===== src/awtp_defines.svh =====
// register offsets, step sizes and timing counts
// assumes a 25 MHz sample clock and 32-bit word aligned APB addressing
`ifndef AWTP_DEFINES_SVH
`define AWTP_DEFINES_SVH
`define AWTP_A_TRIG_CFG   12'h000
`define AWTP_A_TRIG_DLY   12'h004
`define AWTP_A_SW_TRIG    12'h008
`define AWTP_A_STATUS     12'h00C
`define AWTP_A_MEM_DEPTH  12'h010
`define AWTP_A_SEG_SIZE   12'h014
`define AWTP_A_CHANNELS   12'h018
`define AWTP_A_AMP_MV     12'h01C
`define AWTP_A_OUT_CFG    12'h020
`define AWTP_A_MPL_SEL    12'h024
`define AWTP_A_PG_TBASE   12'h028
`define AWTP_A_PG_BASE    12'h040
`define AWTP_A_PG_CTRL    12'h080
`define AWTP_DLY_STEP     32
`define AWTP_DEPTH_STEP   32
`define AWTP_SEG_STEP     16
`define AWTP_REARM_SMP    40
`define AWTP_LAT_LO_X2    477
`define AWTP_LAT_HI_X2    953
`define AWTP_LAT_PAD_NS   16
`define AWTP_CLK_KHZ      25000
`define AWTP_AMP_UP_MV    480
`define AWTP_AMP_DN_MV    420
`define AWTP_SWITCH_MS    10
`define AWTP_PG_DIV       1
`define AWTP_MEM_SAMPLES  33'h080000000
`endif


===== src/awtp_pkg.sv =====
// types shared by the trigger and pulse generator block
package awtp_pkg;
	typedef enum logic [2:0] {TM_EXT, TM_SW, TM_WINDOW, TM_REARM, TM_OR, TM_AND} awtp_tmode_e;
	typedef enum logic [1:0] {ED_RISE, ED_FALL, ED_BOTH} awtp_edge_e;
	typedef enum {TS_READY, TS_DELAY, TS_LAT, TS_REARM} awtp_tstate_e;
	typedef enum {PS_IDLE, PS_DELAY, PS_HIGH, PS_LOW} awtp_pstate_e;
	typedef enum logic [1:0] {PM_SINGLE, PM_REPEAT, PM_GATED} awtp_pmode_e;
	typedef enum logic [1:0] {PT_SW, PT_CARD, PT_PG, PT_MPL} awtp_psrc_e;
	typedef enum logic [1:0] {PG_NONE, PG_ARM, PG_RUN} awtp_gate_e;
endpackage


===== src/awtp_top.sv =====
// trigger unit, multi-purpose line routing, four pulse generators, amp path
// assumes a 25 MHz clk, APB master on the same clock, async trigger pins
//
// Decided for this implementation: the placing of the registers and register access over APB.
`timescale 1ns/10ps
`include "awtp_defines.svh"
module awtp_top
	import awtp_pkg::*;
#(
	parameter int SWITCH_CYC = `AWTP_SWITCH_MS * `AWTP_CLK_KHZ
)(
	input  wire logic        clk,
	input  wire logic        reset,
	input  wire logic        psel,
	input  wire logic        penable,
	input  wire logic        pwrite,
	input  wire logic [11:0] paddr,
	input  wire logic [31:0] pwdata,
	output logic      [31:0] prdata,
	output logic             pready,
	output logic             pslverr,
	input  wire logic        window_trigger_input,
	input  wire logic        level_trigger_input,
	input  wire logic        inst_armed,
	input  wire logic        inst_running,
	input  wire logic        marker,
	input  wire logic        loop_until_trigger_step,
	input  wire logic [2:0]  multipurpose_line_in,
	output logic      [2:0]  multipurpose_line_out,
	output logic      [2:0]  multipurpose_line_oe_n,
	output logic             card_trigger,
	output logic             output_start,
	output logic             trig_ready,
	output logic             amp_high_path,
	output logic             output_enable,
	output logic             filter_enable
);
	localparam int LAT_PAD = (`AWTP_LAT_PAD_NS * `AWTP_CLK_KHZ + 999999) / 1000000;
	localparam logic [9:0] LAT_LO = 10'((`AWTP_LAT_LO_X2 + 1) / 2 + LAT_PAD);
	localparam logic [9:0] LAT_HI = 10'((`AWTP_LAT_HI_X2 + 1) / 2 + LAT_PAD);

	// trigger edge match for the programmed polarity
	function automatic logic edge_hit(input logic cur, input logic prv, input logic [1:0] sel);
		edge_hit = (sel != ED_FALL && cur && !prv) || (sel != ED_RISE && !cur && prv);
	endfunction
	// clamp to [lo, hi] and round down to the step (step a power of two)
	function automatic logic [32:0] fit(input logic [32:0] v, lo, hi, step);
		logic [32:0] r;
		r = (v < lo) ? lo : ((v > hi) ? hi : v);
		fit = r & ~(step - 33'h1);
	endfunction

	logic        wr_en;
	logic        sw_trig;
	logic [2:0]  tmode;
	logic [1:0]  tedge;
	logic [27:0] tdly;
	logic [32:0] mem_depth;
	logic [32:0] seg_size;
	logic [2:0]  chans;
	logic [12:0] amp_mv;
	logic        hi_rate;
	logic [15:0] mpl_sel;
	logic [2:0]  mpl_sw;
	logic [31:0] pg_period [4];
	logic [31:0] pg_width  [4];
	logic [31:0] pg_delay  [4];
	logic [31:0] pg_loops  [4];
	logic [8:0]  pg_ctrl   [4];
	logic [3:0]  pg_swtrig;
	logic [32:0] mem_per_ch;
	assign wr_en = psel && penable && pwrite;
	assign pready = 1'b1;
	assign mem_per_ch = (chans == 3'h4) ? (`AWTP_MEM_SAMPLES >> 2) :
		(chans == 3'h2) ? (`AWTP_MEM_SAMPLES >> 1) : `AWTP_MEM_SAMPLES;

	// software-written configuration; zero wait state so one edge per access
	always_ff @(posedge clk) begin
		sw_trig <= 1'b0;
		pg_swtrig <= 4'h0;
		if (reset) begin
			tmode <= TM_EXT;
			tedge <= ED_RISE;
			tdly <= 28'h0;
			mem_depth <= 33'(`AWTP_DEPTH_STEP);
			seg_size <= 33'(`AWTP_SEG_STEP);
			chans <= 3'h1;
			amp_mv <= 13'h0;
			hi_rate <= 1'b0;
			filter_enable <= 1'b0;
			mpl_sel <= 16'h0;
			mpl_sw <= 3'h0;
			for (int g = 0; g < 4; g++) begin
				pg_period[g] <= 32'h2;
				pg_width[g] <= 32'h1;
				pg_delay[g] <= 32'h0;
				pg_loops[g] <= 32'h1;
				pg_ctrl[g] <= 9'h0;
			end
		end else if (wr_en) begin
			if (paddr == `AWTP_A_TRIG_CFG) begin
				tmode <= pwdata[2:0];
				tedge <= pwdata[4:3];
			end else if (paddr == `AWTP_A_TRIG_DLY) begin
				tdly <= pwdata[31:5] == 27'h0 ? 28'h0 : {1'b0, pwdata[31:5]};
			end else if (paddr == `AWTP_A_SW_TRIG) begin
				sw_trig <= pwdata[0];
				pg_swtrig <= pwdata[7:4];
			end else if (paddr == `AWTP_A_MEM_DEPTH) begin
				mem_depth <= fit({1'b0, pwdata}, 33'(`AWTP_DEPTH_STEP), mem_per_ch,
					33'(`AWTP_DEPTH_STEP));
			end else if (paddr == `AWTP_A_SEG_SIZE) begin
				seg_size <= fit({1'b0, pwdata}, 33'(`AWTP_SEG_STEP), mem_per_ch >> 1,
					33'(`AWTP_SEG_STEP));
			end else if (paddr == `AWTP_A_CHANNELS) begin
				chans <= (pwdata[2:0] == 3'h4 || pwdata[2:0] == 3'h2) ? pwdata[2:0] : 3'h1;
			end else if (paddr == `AWTP_A_AMP_MV) begin
				amp_mv <= pwdata[12:0];
			end else if (paddr == `AWTP_A_OUT_CFG) begin
				filter_enable <= pwdata[0];
				hi_rate <= pwdata[1];
			end else if (paddr == `AWTP_A_MPL_SEL) begin
				mpl_sel <= pwdata[15:0];
				mpl_sw <= pwdata[18:16];
			end else if (paddr[11:6] == `AWTP_A_PG_BASE >> 6) begin
				case (paddr[3:2])
					2'h0: pg_period[paddr[5:4]] <= pwdata < 32'h2 ? 32'h2 : pwdata;
					2'h1: pg_width[paddr[5:4]] <= pwdata < 32'h1 ? 32'h1 : pwdata;
					2'h2: pg_delay[paddr[5:4]] <= pwdata;
					default: pg_loops[paddr[5:4]] <= pwdata;
				endcase
			end else if (paddr[11:4] == `AWTP_A_PG_CTRL >> 4) begin
				pg_ctrl[paddr[3:2]] <= pwdata[8:0];
			end
		end
	end

	// three-stage pin synchronisers, level accepted when stages two and three agree
	logic [4:0] sy1, sy2, sy3, lvl;
	always_ff @(posedge clk) begin
		// lines idle high on their pull-ups, triggers idle low: no false edge after reset
		if (reset) begin
			sy1 <= 5'h1C;
			sy2 <= 5'h1C;
			sy3 <= 5'h1C;
			lvl <= 5'h1C;
		end else begin
			sy1 <= {multipurpose_line_in, level_trigger_input, window_trigger_input};
			sy2 <= sy1;
			sy3 <= sy2;
			// one clock resolution; short glitches filtered
			lvl <= (sy2 & sy3) | (lvl & (sy2 | sy3));
		end
	end

	// trigger source combination per mode
	logic comb, comb_prv, rearm_armed, raw_trig;
	always_comb begin
		case (tmode)
			TM_OR:   comb = lvl[0] | lvl[1];
			TM_AND:  comb = lvl[0] & lvl[1];
			TM_REARM: comb = lvl[1];
			default: comb = lvl[0];
		endcase
		if (tmode == TM_SW)
			raw_trig = sw_trig;
		else
			raw_trig = edge_hit(comb, comb_prv, tedge) && (tmode != TM_REARM || rearm_armed);
	end

	// re-arm: window input arms, level input edge fires
	always_ff @(posedge clk) begin
		if (reset) begin
			comb_prv <= 1'b0;
			rearm_armed <= 1'b0;
		end else begin
			comb_prv <= comb;
			if (lvl[0])
				rearm_armed <= 1'b1;
			else if (raw_trig && trig_ready)
				rearm_armed <= 1'b0;
		end
	end

	// trigger sequencer: delay, output latency, re-arm gap
	awtp_tstate_e tst;
	logic [32:0]  tcnt;
	assign trig_ready = (tst == TS_READY);
	always_ff @(posedge clk) begin
		card_trigger <= 1'b0;
		output_start <= 1'b0;
		if (reset) begin
			tst <= TS_READY;
			tcnt <= 33'h0;
		end else begin
			case (tst)
				TS_READY: if (raw_trig) begin
					tcnt <= {tdly, 5'h0};
					tst <= TS_DELAY;
				end
				TS_DELAY: if (tcnt == 33'h0) begin
					card_trigger <= 1'b1;
					tcnt <= loop_until_trigger_step ? 33'h0 : {23'h0, hi_rate ? LAT_HI : LAT_LO};
					tst <= TS_LAT;
				end else begin
					tcnt <= tcnt - 33'h1;
				end
				TS_LAT: if (tcnt <= 33'h1) begin
					output_start <= 1'b1;
					tcnt <= 33'(`AWTP_REARM_SMP - 1);
					tst <= TS_REARM;
				end else begin
					tcnt <= tcnt - 33'h1;
				end
				default: if (tcnt == 33'h0)
					tst <= TS_READY;
				else
					tcnt <= tcnt - 33'h1;
			endcase
		end
	end

	// amp path hysteresis; output off while switching
	logic [17:0] sw_cnt;
	always_ff @(posedge clk) begin
		if (reset) begin
			amp_high_path <= 1'b0;
			sw_cnt <= 18'h0;
		end else if (!amp_high_path && amp_mv >= 13'(`AWTP_AMP_UP_MV) ||
				amp_high_path && amp_mv <= 13'(`AWTP_AMP_DN_MV)) begin
			amp_high_path <= !amp_high_path;
			sw_cnt <= 18'(SWITCH_CYC);
		end else if (sw_cnt != 18'h0) begin
			sw_cnt <= sw_cnt - 18'h1;
		end
	end
	assign output_enable = (sw_cnt == 18'h0);

	// timebase tick from the sample clock
	logic [7:0] tb_cnt;
	logic       tb_tick;
	assign tb_tick = (tb_cnt == 8'h0);
	always_ff @(posedge clk) begin
		if (reset || tb_tick)
			tb_cnt <= 8'(`AWTP_PG_DIV - 1);
		else
			tb_cnt <= tb_cnt - 8'h1;
	end

	// four generators; ctrl: en[0] mode[2:1] src[4:3] idx[6:5] gate[8:7]
	awtp_pstate_e pst [4];
	logic [31:0] pcnt [4];
	logic [31:0] prem [4];
	logic [3:0]  pg_out, pg_prv, pg_trig, pg_gate;
	logic [2:0]  mpl_prv;
	always_comb begin
		for (int g = 0; g < 4; g++) begin
			case (pg_ctrl[g][4:3])
				PT_SW:   pg_trig[g] = pg_swtrig[g];
				PT_CARD: pg_trig[g] = card_trigger;
				PT_PG:   pg_trig[g] = pg_out[pg_ctrl[g][6:5]] && !pg_prv[pg_ctrl[g][6:5]];
				default: pg_trig[g] = pg_ctrl[g][6:5] != 2'h3 &&
					lvl[2 + pg_ctrl[g][6:5]] && !mpl_prv[pg_ctrl[g][6:5]];
			endcase
			case (pg_ctrl[g][8:7])
				PG_ARM:  pg_gate[g] = inst_armed;
				PG_RUN:  pg_gate[g] = inst_running;
				default: pg_gate[g] = 1'b1;
			endcase
		end
	end

	always_ff @(posedge clk) begin
		if (reset) begin
			pg_prv <= 4'h0;
			mpl_prv <= 3'h7;
			for (int g = 0; g < 4; g++) begin
				pst[g] <= PS_IDLE;
				pcnt[g] <= 32'h0;
				prem[g] <= 32'h0;
			end
		end else begin
			pg_prv <= pg_out;
			mpl_prv <= lvl[4:2];
			for (int g = 0; g < 4; g++) begin
				if (!pg_ctrl[g][0] || (!pg_gate[g] && pg_ctrl[g][2:1] == PM_GATED)) begin
					pst[g] <= PS_IDLE;
				end else case (pst[g])
					PS_IDLE: if (pg_trig[g] && pg_gate[g]) begin
						pcnt[g] <= pg_delay[g];
						prem[g] <= pg_ctrl[g][2:1] == PM_SINGLE ? 32'h1 :
							pg_ctrl[g][2:1] == PM_GATED ? 32'h0 : pg_loops[g];
						pst[g] <= PS_DELAY;
					end
					PS_DELAY: if (tb_tick) begin
						// zero delay still costs this state's one tick, so each count adds one
						if (pcnt[g] == 32'h0) begin
							pcnt[g] <= pg_width[g];
							pst[g] <= PS_HIGH;
						end else
							pcnt[g] <= pcnt[g] - 32'h1;
					end
					PS_HIGH: if (tb_tick) begin
						if (pcnt[g] <= 32'h1) begin
							pcnt[g] <= pg_period[g] - pg_width[g];
							pst[g] <= PS_LOW;
						end else
							pcnt[g] <= pcnt[g] - 32'h1;
					end
					default: if (tb_tick) begin
						if (pcnt[g] <= 32'h1) begin
							pcnt[g] <= pg_width[g];
							prem[g] <= prem[g] - 32'h1;
							pst[g] <= (prem[g] == 32'h1) ? PS_IDLE : PS_HIGH;
						end else
							pcnt[g] <= pcnt[g] - 32'h1;
					end
				endcase
			end
		end
	end
	always_comb begin
		for (int g = 0; g < 4; g++)
			pg_out[g] = (pst[g] == PS_HIGH);
	end

	// line routing; sel nibble 0 input, 1..7 signals, 8..11 generators
	always_ff @(posedge clk) begin
		if (reset) begin
			multipurpose_line_out <= 3'h0;
			multipurpose_line_oe_n <= 3'h7;
		end else begin
			for (int l = 0; l < 3; l++) begin
				multipurpose_line_oe_n[l] <= (mpl_sel[4*l +: 4] == 4'h0);
				case (mpl_sel[4*l +: 4])
					4'h1, 4'h2: multipurpose_line_out[l] <= mpl_sw[l];
					4'h3: multipurpose_line_out[l] <= card_trigger;
					4'h4: multipurpose_line_out[l] <= inst_running;
					4'h5: multipurpose_line_out[l] <= inst_armed;
					4'h6: multipurpose_line_out[l] <= marker;
					4'h7: multipurpose_line_out[l] <= !multipurpose_line_out[l];
					4'h8, 4'h9, 4'hA, 4'hB: multipurpose_line_out[l] <= pg_out[mpl_sel[4*l +: 2]];
					default: multipurpose_line_out[l] <= 1'b0;
				endcase
			end
		end
	end

	// read mux; unmapped addresses answer with pslverr
	always_comb begin
		prdata = 32'h0;
		pslverr = 1'b0;
		if (paddr == `AWTP_A_TRIG_CFG)
			prdata = {27'h0, tedge, tmode};
		else if (paddr == `AWTP_A_TRIG_DLY)
			prdata = {tdly[26:0], 5'h0};
		else if (paddr == `AWTP_A_SW_TRIG)
			prdata = 32'h0;
		else if (paddr == `AWTP_A_STATUS)
			prdata = {25'h0, lvl[4:2], output_enable, amp_high_path, rearm_armed, trig_ready};
		else if (paddr == `AWTP_A_MEM_DEPTH)
			prdata = mem_depth[31:0];
		else if (paddr == `AWTP_A_SEG_SIZE)
			prdata = seg_size[31:0];
		else if (paddr == `AWTP_A_CHANNELS)
			prdata = {29'h0, chans};
		else if (paddr == `AWTP_A_AMP_MV)
			prdata = {19'h0, amp_mv};
		else if (paddr == `AWTP_A_OUT_CFG)
			prdata = {30'h0, hi_rate, filter_enable};
		else if (paddr == `AWTP_A_MPL_SEL)
			prdata = {13'h0, mpl_sw, mpl_sel};
		else if (paddr == `AWTP_A_PG_TBASE)
			prdata = 32'(`AWTP_PG_DIV);
		else if (paddr[11:6] == `AWTP_A_PG_BASE >> 6)
			prdata = paddr[3:2] == 2'h0 ? pg_period[paddr[5:4]] : paddr[3:2] == 2'h1 ?
				pg_width[paddr[5:4]] : paddr[3:2] == 2'h2 ? pg_delay[paddr[5:4]] : pg_loops[paddr[5:4]];
		else if (paddr[11:4] == `AWTP_A_PG_CTRL >> 4)
			prdata = {23'h0, pg_ctrl[paddr[3:2]]};
		else
			pslverr = psel && penable;
	end
endmodule


===== config.mk =====
export PLATFORM = sky130hd
export DESIGN_NAME = awtp_top
export DESIGN_NICKNAME = d
export VERILOG_FILES = /design/src/awtp_pkg.sv /design/src/awtp_top.sv
export VERILOG_INCLUDE_DIRS = /design/src
export SDC_FILE = /design/constraint.sdc
export NUM_CORES = 2
export LEC_CHECK = 0
export ABC_AREA = 1
export BUFFER_PORTS_ARGS = -buffer_cell sky130_fd_sc_hd__buf_4
export CAP_MARGIN = 20
export CELL_PAD_IN_SITES_DETAIL_PLACEMENT = 0
export CELL_PAD_IN_SITES_GLOBAL_PLACEMENT = 2
export CORE_MARGIN = 2
export CORE_UTILIZATION = 35
export DETAILED_ROUTE_END_ITERATION = 6
export PLACE_DENSITY = 0.9
export SKIP_LAST_GASP = 1
export SLEW_MARGIN = 20
export SYNTH_ARGS = -nofsm -noshare
export SYNTH_HDL_FRONTEND = slang
export SYNTH_SLANG_ARGS = --single-unit

===== constraint.sdc =====
create_clock -name clk -period 4.43 [get_ports clk]
set_input_delay 0.886 -clock clk [delete_from_list [all_inputs] [get_ports clk]]
set_output_delay 0.886 -clock clk [all_outputs]
set_load 0.05 [all_outputs]

==> metrics.csv <==
metric,value,unit
routed wire length,361000,um
"flops & latches, synth",1040,
die span in x,442,um
cells taking the most area after synthesis,"sky130_fd_sc_hd__edfxtp_1 (36%), sky130_fd_sc_hd__nand2_1 (9.5%), sky130_fd_sc_hd__nor2_1 (7.7%), sky130_fd_sc_hd__dfxtp_1 (6.8%), sky130_fd_sc_hd__inv_1 (5.2%)",
post-synthesis net count,9035,
Setup Crit Path Kind,reg2out,
final number of setup-violating endpoints,5,
number of instances in the synthesized netlist,8807,
RSZ-0062 raised after global routing,yes,
start point of the critical path,pg_width[3][30],
Starting Density,35.2,%
slew at the pin with the worst max-slew slack,1.19,ns
run status,"finished, violations left",
Cells after DPL,11420,
type of destination of the critical path,primary output,
number of warnings issued by yosys,0,
share of synthesized registers carrying an async set or reset,0,%
maximum number of buffers from clock root to sink,3,
Critical R2R Launch,pcnt[1][0],
Final WS setup,-0.0498,ns
design internal power,19.2,mW
CP Data Required Time,3.54,ns
power share of the sequential group,40.8,%
total global routing track utilization,36.1,%
post-route non-filler standard cell count,11676,
number of enable-type register cells in the synthesized netlist,812,
max-capacitance violation count,0,
mapped cell area,0.0670,mm^2
hold violation total from the final report,0,
clock tree from TritonCTS,done,
pin count of the biggest net entering global routing,91,
HPWL after detailed placement,287000,um
power dissipated by switching net loads,10.3,mW
Worst-path clk slew,0.06,ns
number of nets still failing antenna checks after routing,0,
type of element launching the critical path,flop,
post-DR vias/cell,5.89,
number of buffers inserted by hold repair at cts,0,
remaining global-route overflow,0,
net total in the final layout,9271,
number of H-tree levels,4,
I/O pin count,104,
"Top FF cell, synth",sky130_fd_sc_hd__edfxtp_1,
multi-input combinational cell area,0.0328,mm^2
setup clock skew after layout,0.0409,ns
Unique masters post-synth,73,
R2R setup slack,0.39,ns
leakage dissipation,30.8,nW
total setup buffers inserted after CTS,0,
maximum operating frequency,0.223,GHz
global-route wire length before repair,494000,um
Floorplan Core Area,0.190,mm^2
number of rows created at floorplan,160,
DRC Markers,0,
share of power burned in the clock network,37.1,%
Hold Startpoint,multipurpose_line_in[1],
mean routed wirelength per cell,30.9,um
logic gate share of total power,22.1,%
Yosys top cell by area,sky130_fd_sc_hd__edfxtp_1,
fraction of layout instances using a drive strength above 1,10.7,%
maximum VDD drop,0.272,mV
number of antenna violations at the first check in global routing,26,
Detailed Route Iter0 Violations,9661,
clock buffer count from CTS,130,
portion of the clock cycle consumed by the worst path in the final layout,101,%
count of clock tree sinks,1040,
final-report max-slew violation count,0,
number of global-route vias before repair,62887,
vias,68768,
switching part of the total power,34.8,%
maximum fanout along the worst path,3,
final critical path time including I/O delays and setup,4.48,ns
Die Outline Area,0.195,mm^2
most frequent cells in the layout,"sky130_fd_sc_hd__nand2_1 (1694), sky130_fd_sc_hd__nor2_1 (1371), sky130_fd_sc_hd__inv_1 (927)",
number of detailed-routing iterations run before antenna repair,6,
fill cell instance count of the final layout,19658,
share of the yosys chip area belonging to registers,43.2,%
Rel. slew slack,20.5,%
Power Dens Cells,383,mW/mm^2
post-layout utilization of the core,40.5,%
mean area per synthesized cell,7.61,um^2
Worst Path Arrival,3.59,ns
port bufs,102,
die span in y,442,um
"most common cell after layout, fill and taps aside",sky130_fd_sc_hd__nand2_1,
combined flip-flop and latch cell area,0.0289,mm^2
area growth from synthesis to final layout,15.0,%
failing checks,negative setup slack,
clock root buffer master,sky130_fd_sc_hd__clkbuf_16,
fraction of synthesized cell area taken by the top area cell type,36.4,%
weighted congestion reported at the end of routability-driven placement,1.05,
clock latency on the worst-skew pair,0.84,ns
type of the worst min-delay path,in2reg,
[Yosys cell counts, drive strengths merged, types with 20 or more instances]
library cell,n
a21o,20
buf,123
ha,166
nand3,488
xnor2,91
inv,1088
clkbuf,200
edfxtp,812
nor3,178
o211ai,46
nor2,1454
a22oi,161
o22ai,131
dfxtp,228
nand3b,26
o21ai,579
nor4,37
a21oi,649
nand4,151
xor2,169
nand2,1707
or2,58
o2111ai,31
[cells by family (layout without fill, tap and decap cells)]
family                     after synthesis  after routing  synth area share, %
buffers and inverters                 1417           1759                 8.20
DFF                                   1040           1040                 43.2
other                                    1             17              0.00560
xor gates and xnor gates               260            260                 3.40
AOI/OAI and AO/OA                     1793           1793                 15.5
adders and majority gates              170            170                 3.22
and+or+nand+nor                       4126           4126                 26.5
[metrics by stage]
step / instance area [um^2] / hold slack (ns) / worst slack (ns) / TNS, ns / power, mW
after CTS: 76900 / 0.192 / -0.000278 / -0.000278 / 29.3
final: 77000 / 0.252 / -0.0498 / -0.140 / 29.5
after global routing: 77000 / 0.231 / -0.0687 / -0.0687 / 30.4
after floorplan: 67000 / 0.388 / -0.289 / -42.16 / 15.8
after detailed placement: 72600 / 0.397 / -0.115 / -0.418 / 18.5
after global placement: 72500 / 0.397 / -0.172 / -0.424 / 18.5
[worst max-delay path, cell delays in order, from the launching register on]
cell	delay [ns]
sky130_fd_sc_hd__edfxtp_1	0.50
sky130_fd_sc_hd__inv_1	0.48
sky130_fd_sc_hd__o221ai_1	0.36
sky130_fd_sc_hd__a211oi_1	0.48
sky130_fd_sc_hd__a21oi_1	0.18
sky130_fd_sc_hd__nand3_1	0.27
sky130_fd_sc_hd__o2111ai_1	0.23
sky130_fd_sc_hd__buf_4	0.25
[cell type report]
cell class	count	share of cell area, %
repair buffers	427	4.76
flip-flops and latches	1040	37.6
multi-input cells	6350	42.6
well taps	2511	4.08
clock inverters	68	1.04
clock buffers	170	4.52
diodes	16	0.0520
inverters	1094	5.35
[power groups by stage]
stage	sequential, mW	clock, mW	combinational [mW]
6_report	12.0	10.9	6.51
5_1_grt	12.0	11.4	7.05
4_1_cts	12.0	11.0	6.36
3_5_place_dp	12.2	0	6.32
3_3_place_gp	12.2	0	6.30
2_1_floorplan	11.8	0	4.05
[final timing paths]
check / depth (start not counted) / end
setup reg to reg: 17 / pcnt[1][16]
setup / recovery: 7 / prdata[30]
hold / removal: 2 / sy1[3]
hold reg to reg: 2 / sy2[1]
[state kept, by name (all words and copies together), names as in the netlist, 5 cells and up]
name and flops:
amp_mv 13, lvl 5, mem_depth 27, mpl_sel 16, pcnt 128, pg_ctrl 36, pg_delay 128, pg_loops 128
pg_period 128, pg_width 128, prem 128, pst 8, seg_size 28, sw_cnt 18, sy1 5, sy2 5
sy3 5, tb_cnt 8, tcnt 33, tdly 27
[routing by layer]
metal / global-route usage [%] / share of wire [%]
met5: 0 / 0.034
met1: 49.8 / 42
met2: 52.6 / 42
met4: 19.1 / 6.3
met3: 7.85 / 10
[repair_timing]
action                     4_1_cts  5_1_grt
setup endpoints to repair        6       11
cloned                           0        0
gates resized for setup          8       15
No activity file was read; power rests on OpenSTA's default activity.
